**src/inc/tws_pkg.sv**
```systemverilog
// Constants and types for the two-wire slave transmitter status block.
// Assumes a single system clock; the bus pins are sampled, not clocked on.
package tws_pkg;

   // Register byte offsets
   localparam logic [7:0] TWS_OFS_CTRL = 8'h00;
   localparam logic [7:0] TWS_OFS_STAT = 8'h04;
   localparam logic [7:0] TWS_OFS_DATA = 8'h08;
   localparam logic [7:0] TWS_OFS_OWN = 8'h0C;

   // Control register bit positions
   localparam int TWS_CTRL_FLAG = 7;
   localparam int TWS_CTRL_ACKEN = 6;
   localparam int TWS_CTRL_START = 5;
   localparam int TWS_CTRL_STOP = 4;
   localparam int TWS_CTRL_EN = 2;

   // Values after reset
   localparam logic [7:0] TWS_DATA_RST = 8'hFF;
   localparam logic [7:0] TWS_OWN_RST = 8'h00;

   // Status codes, prescaler bits taken as zero
   localparam logic [7:0] TWS_ST_SLA_R = 8'hA8;
   localparam logic [7:0] TWS_ST_ARB_R = 8'hB0;
   localparam logic [7:0] TWS_ST_DATA_ACK = 8'hB8;
   localparam logic [7:0] TWS_ST_DATA_NACK = 8'hC0;
   localparam logic [7:0] TWS_ST_LAST_ACK = 8'hC8;
   localparam logic [7:0] TWS_ST_NONE = 8'hF8;
   localparam logic [7:0] TWS_ST_BUSERR = 8'h00;
   localparam logic [7:0] TWS_CODE_MASK = 8'hF8;

   // Bits in a byte, counted without the acknowledge
   localparam logic [3:0] TWS_BYTE_BITS = 4'h8;

   typedef enum logic [2:0] {
      TWS_IDLE,
      TWS_ADDR,
      TWS_ADDR_ACK,
      TWS_HOLD,
      TWS_TX,
      TWS_TX_ACK,
      TWS_IGNORE,
      TWS_BERR
   } tws_phase_t;

   // Open-drain line drive; enable high pulls the line low
   typedef struct packed {
      logic scl_o;
      logic scl_oe;
      logic sda_o;
      logic sda_oe;
   } tws_lines_t;

   typedef struct packed {
      // Software-visible control and data
      logic flag;
      logic ack_en;
      logic start_req;
      logic stop_req;
      logic enable;
      logic [7:0] code;
      logic [7:0] data;
      logic [7:0] own;
      // Pin samplers and filtered levels
      logic [2:0] scl_s;
      logic [2:0] sda_s;
      logic scl_f;
      logic sda_f;
      // Serial engine
      tws_phase_t phase;
      logic [3:0] bit_cnt;
      logic [7:0] shift;
      logic arb;
      logic last;
      logic ack_seen;
      logic busy;
      logic start_pend;
      logic start_issue;
      logic sda_oe;
      logic scl_hold;
      // Bus slave data phase
      logic ph_valid;
      logic ph_write;
      logic [7:0] ph_addr;
      logic rd_done;
      logic [31:0] hrdata;
   } tws_state_t;

endpackage : tws_pkg

```
**src/tws_slave_tx.sv**
```systemverilog
// Two-wire slave transmitter with status sequencing and an AHB-Lite register slave.
// Assumes SCL and SDA arrive asynchronously and are wired open-drain outside.
//
// Decided for this implementation: the AHB-Lite slave port and the register addresses.
`timescale 1ns/10ps
`default_nettype none
module tws_slave_tx
   import tws_pkg::*;
(
   input wire logic clock,
   input wire logic srst,
   input wire logic ce,
   input wire logic hsel,
   input wire logic [31:0] haddr,
   input wire logic [1:0] htrans,
   input wire logic hwrite,
   input wire logic [2:0] hsize,
   input wire logic [31:0] hwdata,
   input wire logic hready,
   output logic hreadyout,
   output logic hresp,
   output logic [31:0] hrdata,
   input wire logic scl_i,
   input wire logic sda_i,
   output var tws_lines_t lines,
   input wire logic arb_lost,
   output logic start_issue
);

   tws_state_t q;
   tws_state_t d;
   logic scl_n;
   logic sda_n;
   logic scl_rise;
   logic scl_fall;
   logic start_det;
   logic stop_det;
   logic in_frame;
   logic wr_ctrl;
   logic flag_clr;
   logic [7:0] stat_w;

   // Status byte as software sees it
   function automatic logic [7:0] status_byte(input logic flag, input logic [7:0] code);
      status_byte = flag ? (code & TWS_CODE_MASK) : TWS_ST_NONE;
   endfunction : status_byte

   // Own address or general call, gated by acknowledge-enable
   function automatic logic addr_hit(input logic [7:0] own, input logic [7:0] rx,
                                     input logic ack_en, input logic en);
      addr_hit = en && ack_en && ((rx[7:1] == own[7:1])
         || (rx[7:1] == 7'h00 && own[0]));
   endfunction : addr_hit

   // Filtered levels and bus conditions
   always_comb
   begin
      scl_n = (q.scl_s[1] == q.scl_s[2]) ? q.scl_s[2] : q.scl_f;
      sda_n = (q.sda_s[1] == q.sda_s[2]) ? q.sda_s[2] : q.sda_f;
      scl_rise = scl_n && !q.scl_f;
      scl_fall = !scl_n && q.scl_f;
      start_det = scl_n && q.scl_f && q.sda_f && !sda_n;
      stop_det = scl_n && q.scl_f && !q.sda_f && sda_n;
      in_frame = (q.phase == TWS_ADDR && q.bit_cnt != 4'h0) || q.phase == TWS_ADDR_ACK
         || q.phase == TWS_TX || q.phase == TWS_TX_ACK;
      wr_ctrl = q.ph_valid && q.ph_write && q.ph_addr == TWS_OFS_CTRL;
      flag_clr = wr_ctrl && hwdata[TWS_CTRL_FLAG] && q.flag;
      stat_w = status_byte(q.flag, q.code);
   end

   // Next-state logic
   always_comb
   begin
      d = q;
      d.scl_s = {q.scl_s[1:0], scl_i};
      d.sda_s = {q.sda_s[1:0], sda_i};
      d.scl_f = scl_n;
      d.sda_f = sda_n;
      d.start_issue = 1'b0;

      // Bus slave: reads take one wait cycle so earlier writes have landed
      if (q.ph_valid && !q.ph_write && !q.rd_done)
      begin
         d.rd_done = 1'b1;
         case (q.ph_addr)
            TWS_OFS_CTRL: d.hrdata = {24'h0, q.flag, q.ack_en, q.start_req, q.stop_req,
                                      1'b0, q.enable, 2'b00};
            TWS_OFS_STAT: d.hrdata = {24'h0, stat_w};
            TWS_OFS_DATA: d.hrdata = {24'h0, q.data};
            TWS_OFS_OWN: d.hrdata = {24'h0, q.own};
            default: d.hrdata = 32'h0;
         endcase
      end
      else
      begin
         d.ph_valid = hsel && htrans[1] && hready;
         d.ph_write = hwrite;
         d.ph_addr = {haddr[7:2], 2'b00};
         d.rd_done = 1'b0;
      end

      // Register writes; the flag clears only on a written one
      if (q.ph_valid && q.ph_write)
      begin
         case (q.ph_addr)
            TWS_OFS_CTRL:
            begin
               d.ack_en = hwdata[TWS_CTRL_ACKEN];
               d.start_req = hwdata[TWS_CTRL_START];
               d.stop_req = hwdata[TWS_CTRL_STOP];
               d.enable = hwdata[TWS_CTRL_EN];
               if (flag_clr)
               begin
                  d.flag = 1'b0;
               end
            end
            TWS_OFS_DATA: d.data = hwdata[7:0];
            TWS_OFS_OWN: d.own = hwdata[7:0];
            default: d.data = q.data;
         endcase
      end

      // Software answers to the current status
      if (flag_clr)
      begin
         if (q.phase == TWS_HOLD)
         begin
            d.shift = q.data;
            d.last = !hwdata[TWS_CTRL_ACKEN];
            d.sda_oe = !q.data[7];
            d.bit_cnt = 4'h1;
            d.scl_hold = 1'b0;
            d.phase = TWS_TX;
         end
         else if (q.phase == TWS_BERR && hwdata[TWS_CTRL_STOP])
         begin
            d.phase = TWS_IDLE;
            d.stop_req = 1'b0;
         end
         else if ((q.code == TWS_ST_DATA_NACK || q.code == TWS_ST_LAST_ACK)
                  && hwdata[TWS_CTRL_START])
         begin
            d.start_pend = 1'b1;
         end
      end

      // Pending START goes out once the bus is free
      if (q.start_pend && !q.busy && !start_det)
      begin
         d.start_issue = 1'b1;
         d.start_pend = 1'b0;
      end

      // Serial engine; the flag is set after any clear so a set wins
      case (q.phase)
         TWS_ADDR:
         begin
            if (scl_rise)
            begin
               d.shift = {q.shift[6:0], sda_n};
               d.bit_cnt = q.bit_cnt + 4'h1;
            end
            else if (scl_fall && q.bit_cnt == TWS_BYTE_BITS)
            begin
               d.bit_cnt = 4'h0;
               if (q.shift[0] && addr_hit(q.own, q.shift, q.ack_en, q.enable))
               begin
                  d.sda_oe = 1'b1;
                  d.phase = TWS_ADDR_ACK;
               end
               else
               begin
                  d.phase = TWS_IDLE;
               end
            end
         end
         TWS_ADDR_ACK:
         begin
            if (scl_fall)
            begin
               d.sda_oe = 1'b0;
               d.flag = 1'b1;
               d.code = q.arb ? TWS_ST_ARB_R : TWS_ST_SLA_R;
               d.scl_hold = 1'b1;
               d.phase = TWS_HOLD;
            end
         end
         TWS_TX:
         begin
            if (scl_fall)
            begin
               if (q.bit_cnt == TWS_BYTE_BITS)
               begin
                  d.sda_oe = 1'b0;
                  d.phase = TWS_TX_ACK;
               end
               else
               begin
                  d.shift = {q.shift[6:0], 1'b1};
                  d.sda_oe = !q.shift[6];
                  d.bit_cnt = q.bit_cnt + 4'h1;
               end
            end
         end
         TWS_TX_ACK:
         begin
            if (scl_rise)
            begin
               d.ack_seen = !sda_n;
            end
            else if (scl_fall)
            begin
               d.flag = 1'b1;
               d.bit_cnt = 4'h0;
               if (!q.ack_seen)
               begin
                  d.code = TWS_ST_DATA_NACK;
                  d.phase = TWS_IDLE;
               end
               else if (q.last)
               begin
                  d.code = TWS_ST_LAST_ACK;
                  d.phase = TWS_IGNORE;
               end
               else
               begin
                  d.code = TWS_ST_DATA_ACK;
                  d.scl_hold = 1'b1;
                  d.phase = TWS_HOLD;
               end
            end
         end
         default: d.phase = d.phase;
      endcase

      // Bus conditions override the engine
      if (start_det || stop_det)
      begin
         d.busy = start_det;
         if (in_frame)
         begin
            d.phase = TWS_BERR;
            d.code = TWS_ST_BUSERR;
            d.flag = 1'b1;
            d.sda_oe = 1'b0;
            d.scl_hold = 1'b0;
         end
         else if (q.phase != TWS_BERR && q.phase != TWS_HOLD)
         begin
            d.phase = start_det ? TWS_ADDR : TWS_IDLE;
            d.bit_cnt = 4'h0;
            d.arb = arb_lost;
         end
      end
   end

   // State register, frozen while the clock enable is low
   always_ff @(posedge clock)
   begin
      if (srst)
      begin
         q <= '{phase: TWS_IDLE, data: TWS_DATA_RST, own: TWS_OWN_RST,
                scl_s: 3'h7, sda_s: 3'h7, scl_f: 1'b1, sda_f: 1'b1, default: '0};
      end
      else if (ce)
      begin
         q <= d;
      end
   end

   // Outputs
   assign hreadyout = ce && !(q.ph_valid && !q.ph_write && !q.rd_done);
   assign hresp = 1'b0;
   assign hrdata = q.hrdata;
   assign lines = '{scl_o: 1'b0, scl_oe: q.scl_hold && q.flag, sda_o: 1'b0, sda_oe: q.sda_oe};
   assign start_issue = q.start_issue;
endmodule : tws_slave_tx
`default_nettype wire

```
**config.mk**
```make
export PLATFORM = sky130hd
export DESIGN_NAME = tws_slave_tx
export DESIGN_NICKNAME = d
export VERILOG_FILES = /design/src/inc/tws_pkg.sv /design/src/tws_slave_tx.sv
export SDC_FILE = /design/constraint.sdc
export NUM_CORES = 1
export LEC_CHECK = 0
export ABC_AREA = 1
export BUFFER_PORTS_ARGS = -buffer_cell sky130_fd_sc_hd__buf_4
export CAP_MARGIN = 0
export CELL_PAD_IN_SITES_DETAIL_PLACEMENT = 2
export CELL_PAD_IN_SITES_GLOBAL_PLACEMENT = 2
export CORE_MARGIN = 2
export CORE_UTILIZATION = 25
export CTS_CLUSTER_SIZE = 12
export DETAILED_ROUTE_END_ITERATION = 6
export HOLD_SLACK_MARGIN = 0.1
export MAX_ROUTING_LAYER = met4
export PLACE_DENSITY_LB_ADDON = 0.1
export SLEW_MARGIN = 10
export SYNTH_ARGS = -nofsm -noshare
export SYNTH_HDL_FRONTEND = slang
export SYNTH_SLANG_ARGS = --single-unit
```
**constraint.sdc**
```tcl
create_clock -name clock -period 1.45 [get_ports clock]
set_input_delay 0.0725 -clock clock [delete_from_list [all_inputs] [get_ports clock]]
set_output_delay 0.0725 -clock clock [all_outputs]
set_load 0.01 [all_outputs]
```
==> summary.md, run 1 <==
| Metric | Value |
|---|---|
| Outcome | finished with violations |
| Failing checks | setup timing |
| I/O pin count | 117 |
| Crit Path Class | reg2reg |
| Cells after DPL | 958 |
| Synth warn | 0 |
| Avg Vias per Cell | 4.65 |
| Post-layout net count | 874 |
| Grt ovf | 0 |
| DIE WIDTH | 136 µm |
| Worst clock skew | 7.17 ps |
| GRT Util Overall | 0.203 |
| Synth Register Bits | 77 |
| Register Area | 1570 µm² |
| Final core occ | 0.395 |
| First-pass GRT wire length | 27800 µm |
| Root buf cell | clkbuf_16 |
| Vert. Die Dim | 136 µm |
| Most frequent cells in the layout | buf_4, nand2_1, dfxtp_1 |
| Critical Path RT | 1730 ps |
| P_sw | 1.61 mW |
| Rows | 48 |
| Vias in the first global route | 5161 |
| Fin crit share | 1.09 |
| Most common cell after layout, fill and taps aside | buf_4 |
| Setup TNS | -2070 ps |
| WL per Instance | 17.4 µm |
| Final wirelength | 17900 µm |
| Post-synth EDFFs | 0 |
| Post-synth top flop | dfxtp_1 |
| Crit-path max FO | 6 |
| Internal cell power | 4.00 mW |
| Port bufs | 35 |
| # diodes | 0 |
| Largest net degree at the start of global routing | 33 |
| Area leader, netlist | dfxtp_1 |
| Distinct cells, synth | 42 |
| Top cells by area, synth | dfxtp_1, nand2_1, a21oi_1 |
| Startpoint types | flop |
| Global placement routability congestion | 0.786 |
| Asr flop ratio synth | 0 |
| Hold violation count in the final report | 0 |
| RSZ-0062 raised after global routing | yes |
| Critical path arrival | 1860 ps |
| Slew Viols, Final | 0 |
| Worst Setup End Kind | flop |
| Final min period | 1580 ps |
| Final worst-path setup slack | -133 ps |
| Combinational power share | 0.175 |
| Fillers | 2024 |
| CTS sink cnt | 77 |
| Power share of the sequential group | 0.399 |
| CTS max path bufs | 2 |
| Worst skew pair latency | 350 ps |
| Drt first pass iters | 4 |
| Hold_ws | 178 ps |
| Lkg Pwr | 2.89 nW |
| Clk slew on worst S/H paths | 60 ps |
| Initial antenna violation count | 0 |
| Post-place setup slack | -184 ps |
| Synth top area share | 0.356 |
| DRC viols | 0 |
| Reg2reg setup slack | -130 ps |
| Total number of vias | 4765 |
| DR iter-0 viols | 150 |
| Core Region | 17100 µm² |
| Syn Area/Cell | 6.81 µm² |
| Dpl hpwl | 13100 µm |
| Sw Share | 0.287 |
| H-tree Lvls | 3 |
| Worst hold-check path type | in2reg |
| Cell area after synthesis | 4330 µm² |
| CTS tree | done |
| Maximum vdd drop | 589 µV |
| Cts bufs inserted | 9 |
| Syn-to-layout area delta | 56.3% |
| Area of the multi-input gates | 2790 µm² |
| Max_cap viols | 0 |
| Die Area | 18400 µm² |
| Ratio of cells with drive above 1 in the final layout | 0.427 |
| Register area share after synthesis | 0.356 |
| Clock network power share | 0.426 |
| # setup viols final | 27 |
| PwrDens | 829 nW/µm² |
| Detail Route Antenna Nets | 0 |
| Fmax | 632 MHz |
| Mapped Cells | 635 |
| Non-Filler Instances | 1024 |
| Starting Density | 0.253 |
area by class of cell:
type,instances,share of cell area
inverter,76,0.0487
clock buffer,11,0.0359
multi-input combinational,454,0.412
timing repair buffer,176,0.222
tap,225,0.0416
clock inverter,5,0.00888
sequential,77,0.231
registers in the layout, summed over array words and instances, names as in the netlist:
| register | cells |
|---|---|
| d | 4 |
| hrdata | 8 |
| lines | 1 |
| q | 63 |
| start_issue | 1 |
final timing paths:
check                       endpoint  depth (start not counted)                from
hold / removal    q[37]$_SDFFE_PP0P_                          4                  ce
setup reg to reg  q[63]$_SDFFE_PP0P_                         12  q[65]$_SDFFE_PP0P_
hold reg to reg   q[92]$_SDFFE_PP0P_                          2  q[92]$_SDFFE_PP0P_
setup / recovery  q[63]$_SDFFE_PP0P_                         12  q[65]$_SDFFE_PP0P_
critical path, stage by stage (launching register included):
cell and delay [ps]:
dfxtp_2 360, inv_4 50, nor2_4 160, inv_4 70
nor2_4 200, buf_4 150, buf_6 80, a21oi_2 60
nand2_1 70, nand2_1 60, nand3_2 60, nand2_2 60
a21oi_2 120
cells by family after synthesis:
group | Yosys count | synth area share
AOI/OAI and AO/OA | 156 | 0.207
xor gates and xnor gates | 3 | 0.00608
adders and majority gates | 2 | 0.00578
buffers and inverters | 130 | 0.148
DFF | 77 | 0.356
other | 1 | 0.000867
and+or+nand+nor | 266 | 0.276
cells in the mapped netlist (2+ instances only):
library cell	instances
inv_2	9
a21oi_1	61
nor2_1	48
ha_1	2
buf_2	3
a21oi_2	6
nand2_4	3
nand4_1	7
o211ai_1	14
nand2_1	143
xnor2_1	2
clkbuf_1	13
a211oi_1	3
nor2_2	8
o2111ai_1	2
inv_1	64
o21ai_1	3
nor2_4	5
o21bai_1	3
nand3_1	33
dfxtp_1	77
nand3b_1	2
nand2_2	5
nor3_1	8
o21ai_2	2
o21ai_0	58
buf_4	36
power by group through the flow:
stage	combinational, mW	clock [mW]	sequential [mW]
after floorplan	0.433	0	2.27
after global placement	0.711	0	2.27
after detailed placement	0.738	0	2.27
after CTS	0.868	2.47	2.24
after global routing	1.08	2.54	2.24
final	0.983	2.39	2.24
what timing repair did:
| action | in CTS | in global routing |
|---|---|---|
| setup buffers | 11 | 19 |
| gates resized for setup | 79 | 133 |
| endpoints found under the setup margin | 43 | 55 |
| pin swaps | 28 | 56 |
| hold endpoints to repair | 29 | 0 |
| cloned | 0 | 1 |
| hold buffers | 21 | 0 |
metrics by stage:
stage	instance area [µm²]	power, mW
2_1_floorplan	4450	2.70
3_3_place_gp	5370	2.98
3_5_place_dp	5370	3.01
4_1_cts	6190	5.57
5_1_grt	6760	5.87
6_report	6760	5.61
layer usage:
layer / track usage / vias to the layer above / wire length, µm
met5: - / - / 0
met4: 0.0596 / 0 / 327
met3: 0.0303 / 21 / 365
met2: 0.353 / 60 / 9240
met1: 0.245 / 2352 / 7920
li1: - / 2332 / -
(Power assumes the default switching activity.)
==> run 2: changes to the inputs <==
--- a/config.mk
+++ b/config.mk
@@ -8,15 +8,14 @@
 export ABC_AREA = 1
 export BUFFER_PORTS_ARGS = -buffer_cell sky130_fd_sc_hd__buf_4
 export CAP_MARGIN = 0
-export CELL_PAD_IN_SITES_DETAIL_PLACEMENT = 2
-export CELL_PAD_IN_SITES_GLOBAL_PLACEMENT = 2
 export CORE_MARGIN = 2
-export CORE_UTILIZATION = 25
+export CORE_UTILIZATION = 48
+export CTS_BUF_LIST = sky130_fd_sc_hd__clkbuf_8 sky130_fd_sc_hd__clkbuf_16
 export CTS_CLUSTER_SIZE = 12
 export DETAILED_ROUTE_END_ITERATION = 6
 export HOLD_SLACK_MARGIN = 0.1
 export MAX_ROUTING_LAYER = met4
-export PLACE_DENSITY_LB_ADDON = 0.1
+export PLACE_DENSITY = 0.77
 export SLEW_MARGIN = 10
 export SYNTH_ARGS = -nofsm -noshare
 export SYNTH_HDL_FRONTEND = slang
==> run 2 against run 1 <==
Effect of this change:
- the run still ends with setup timing left
- wire length fell by 24%
- die area fell by 47%
- hold slack improved by 22 ps
- count of clock-buffer cells in the layout fell by 2
- clock power fell by 31%
- first-iteration DRC count rose to 3.0 times the previous value
- critical path type unchanged
- largest power group is now sequential cells
==> summary.md, run 2 (same netlist as run 1, synthesis figures left out) <==
| Metric | Value |
|---|---|
| Largest net degree at the start of global routing | 26 (-21%) |
| Post-place setup slack | -115 ps (+68.4 ps) |
| Slew Viols, Final | 0 (unchanged) |
| Most frequent cells in the layout | nand2_1, buf_4, dfxtp_1 |
| Ratio of cells with drive above 1 in the final layout | 0.356 (-0.0704) |
| Reg-to-Reg End | hrdata[4]$_SDFFE_PP0P_ |
| Critical Path RT | 1750 ps (+20 ps) |
| Core Region | 8720 µm² (-49%) |
| Most common cell after layout, fill and taps aside | nand2_1 |
| Total power | 4.68 mW (-16%) |
| Avg Vias per Cell | 5.46 (+17%) |
| Syn-to-layout area delta | 36.7% |
| Non-Filler Instances | 860 (-16%) |
| Grt ovf | 0 (unchanged) |
| DRC viols | 0 (unchanged) |
| Starting Density | 0.496 (+0.243) |
| WL per Instance | 15.8 µm (-9.1%) |
| Worst Hold End | q[60]$_SDFFE_PP0P_ |
| Fin crit share | 1.09 (about the same) |
| Failing checks | setup timing |
| Root buf cell | clkbuf_8 |
| Die Area | 9790 µm² (-47%) |
| Final worst-path setup slack | -132 ps (+0.782 ps) |
| CTS tree | done |
| Most flops, register | q |
| Cells after DPL | 814 (-15%) |
| Worst skew pair latency | 360 ps (about the same) |
| Fillers | 677 (-67%) |
| # setup viols final | 41 (+52%) |
| Vias in the first global route | 4237 (-18%) |
| Worst clock skew | 11.6 ps (+4.43 ps) |
| I/O pin count | 117 (unchanged) |
| Crit-path max FO | 5 (-1) |
| First-pass GRT wire length | 19400 µm (-30%) |
| Placed inst area | 4990 µm² (-7.0%) |
| CTS sink cnt | 77 (unchanged) |
| Final wirelength | 13600 µm (-24%) |
| Clk slew on worst S/H paths | 80 ps (+20 ps) |
| Hold path start | srst |
| Worst Setup End Kind | flop |
| PwrDens | 792 nW/µm² (-4.4%) |
| Max_cap viols | 0 (unchanged) |
| Reg2reg setup slack | -130 ps (about the same) |
| Cts bufs inserted | 9 (unchanged) |
| RSZ-0062 raised after global routing | yes |
| Port bufs | 35 (unchanged) |
| # diodes | 0 (unchanged) |
| Drt first pass iters | 5 (+1) |
| Worst hold-check path type | in2reg |
| Final Cell Area | 5910 µm² (-13%) |
| Detail Route Antenna Nets | 0 (unchanged) |
| Worst Hold Depth | 3 (-1) |
| H-tree Lvls | 3 (unchanged) |
| Crit Path Class | reg2reg |
| Hold_ws | 200 ps (+21.7 ps) |
| Initial antenna violation count | 0 (unchanged) |
| Fmax | 632 MHz (about the same) |
| Final min period | 1580 ps (-0.782 ps) |
| Critical path arrival | 1880 ps (+20 ps) |
| Maximum vdd drop | 620 µV (+5.3%) |
| GRT Util Overall | 0.252 (+0.0489) |
| Lkg Pwr | 2.57 nW (-11%) |
| Startpoint types | flop |
| Rows | 34 (-29%) |
| DR iter-0 viols | 456 (+200%) |
| Reg-to-reg startpoint | q[37]$_SDFFE_PP0P_ |
| R2R depth | 9 (-3) |
| Dpl hpwl | 8670 µm (-34%) |
| Global placement routability congestion | 0.942 (+20%) |
| Crit path from | q[37]$_SDFFE_PP0P_ |
| Hold violation count in the final report | 0 (unchanged) |
| Largest register FFs | 63 (unchanged) |
| Post-layout net count | 828 (-5.3%) |
| DIE WIDTH | 98.9 µm (-27%) |
| CTS max path bufs | 2 (unchanged) |
| Outcome | finished with violations |
| Vert. Die Dim | 98.9 µm (-27%) |
| Total number of vias | 4696 (-1.4%) |
## run 2: changes by cell type in the layout (fill, tap and decap cells not counted), sizes merged
cell      before  now
buf          155  108
clkinvlp       2    3
clkbuf        11    9
clkinv         4    2
inv           74   77
## run 2: cell type report
cell class	count	area (µm²)	area share
multi-input combinational	454	2660	0.450
sequential	77	1550	0.263
timing repair buffer	129	1060	0.180
inverter	76	303	0.0512
tap	108	135	0.0229
clock buffer	9	124	0.0210
clock inverter	6	65.1	0.0110
timing repair inverter	1	3.75	0.000635
## run 2: metrics by stage
stage | utilization | TNS, ps
final | 0.678 | -2130
after CTS | 0.626 | -881
after detailed placement | 0.572 | -1340
after global placement | 0.572 | -555
after global routing | 0.678 | -6630
after floorplan | - | -18.6
## run 2: power by group
group          leakage [nW]  internal (mW)  switching, mW
logic                  1.85          0.342          0.467
registers             0.629           2.18         0.0545
clock network        0.0891          0.786          0.859
## run 2: worst max-delay path by stage
stage / endpoint / slack, ps / cells past startpoint
after global routing: hrdata[4]$_SDFFE_PP0P_ / -270 / 9
after CTS: q[60]$_SDFFE_PP0P_ / -70 / 13
after global placement: q[53]$_SDFFE_PP0P_ / -60 / 11
after floorplan: q[60]$_SDFFE_PP0P_ / -20 / 13
final: hrdata[4]$_SDFFE_PP0P_ / -130 / 9
after detailed placement: q[50]$_SDFFE_PP0P_ / -120 / 8
## run 2: repair_timing
| item | CTS | global route |
|---|---|---|
| hold endpoints to repair | 31 | 0 |
| hold buffers | 21 | 0 |
| resized for setup | 25 | 128 |
| buffers inserted | 0 | 8 |
| endpoints found under the setup margin | 30 | 55 |
| pin swaps | 12 | 32 |
| gates cloned | 1 | 2 |
## run 2: worst max-delay path, stage by stage, from the launching register on
cell and delay, ps:
dfxtp_2 340, nor2_4 140, buf_6 120, nand3_2 60, nor3_2 190, buf_4 170
o21ai_1 60, o21ai_1 150, o21ai_1 130, a21oi_1 150
## run 2: routing by layer
metal | vias up | part of all wire | GRT usage
met5 | - | 0 | -
met4 | 0 | 0.028 | 0.0906
met3 | 50 | 0.074 | 0.0447
met2 | 237 | 0.50 | 0.413
met1 | 2166 | 0.40 | 0.314
li1 | 2243 | - | -
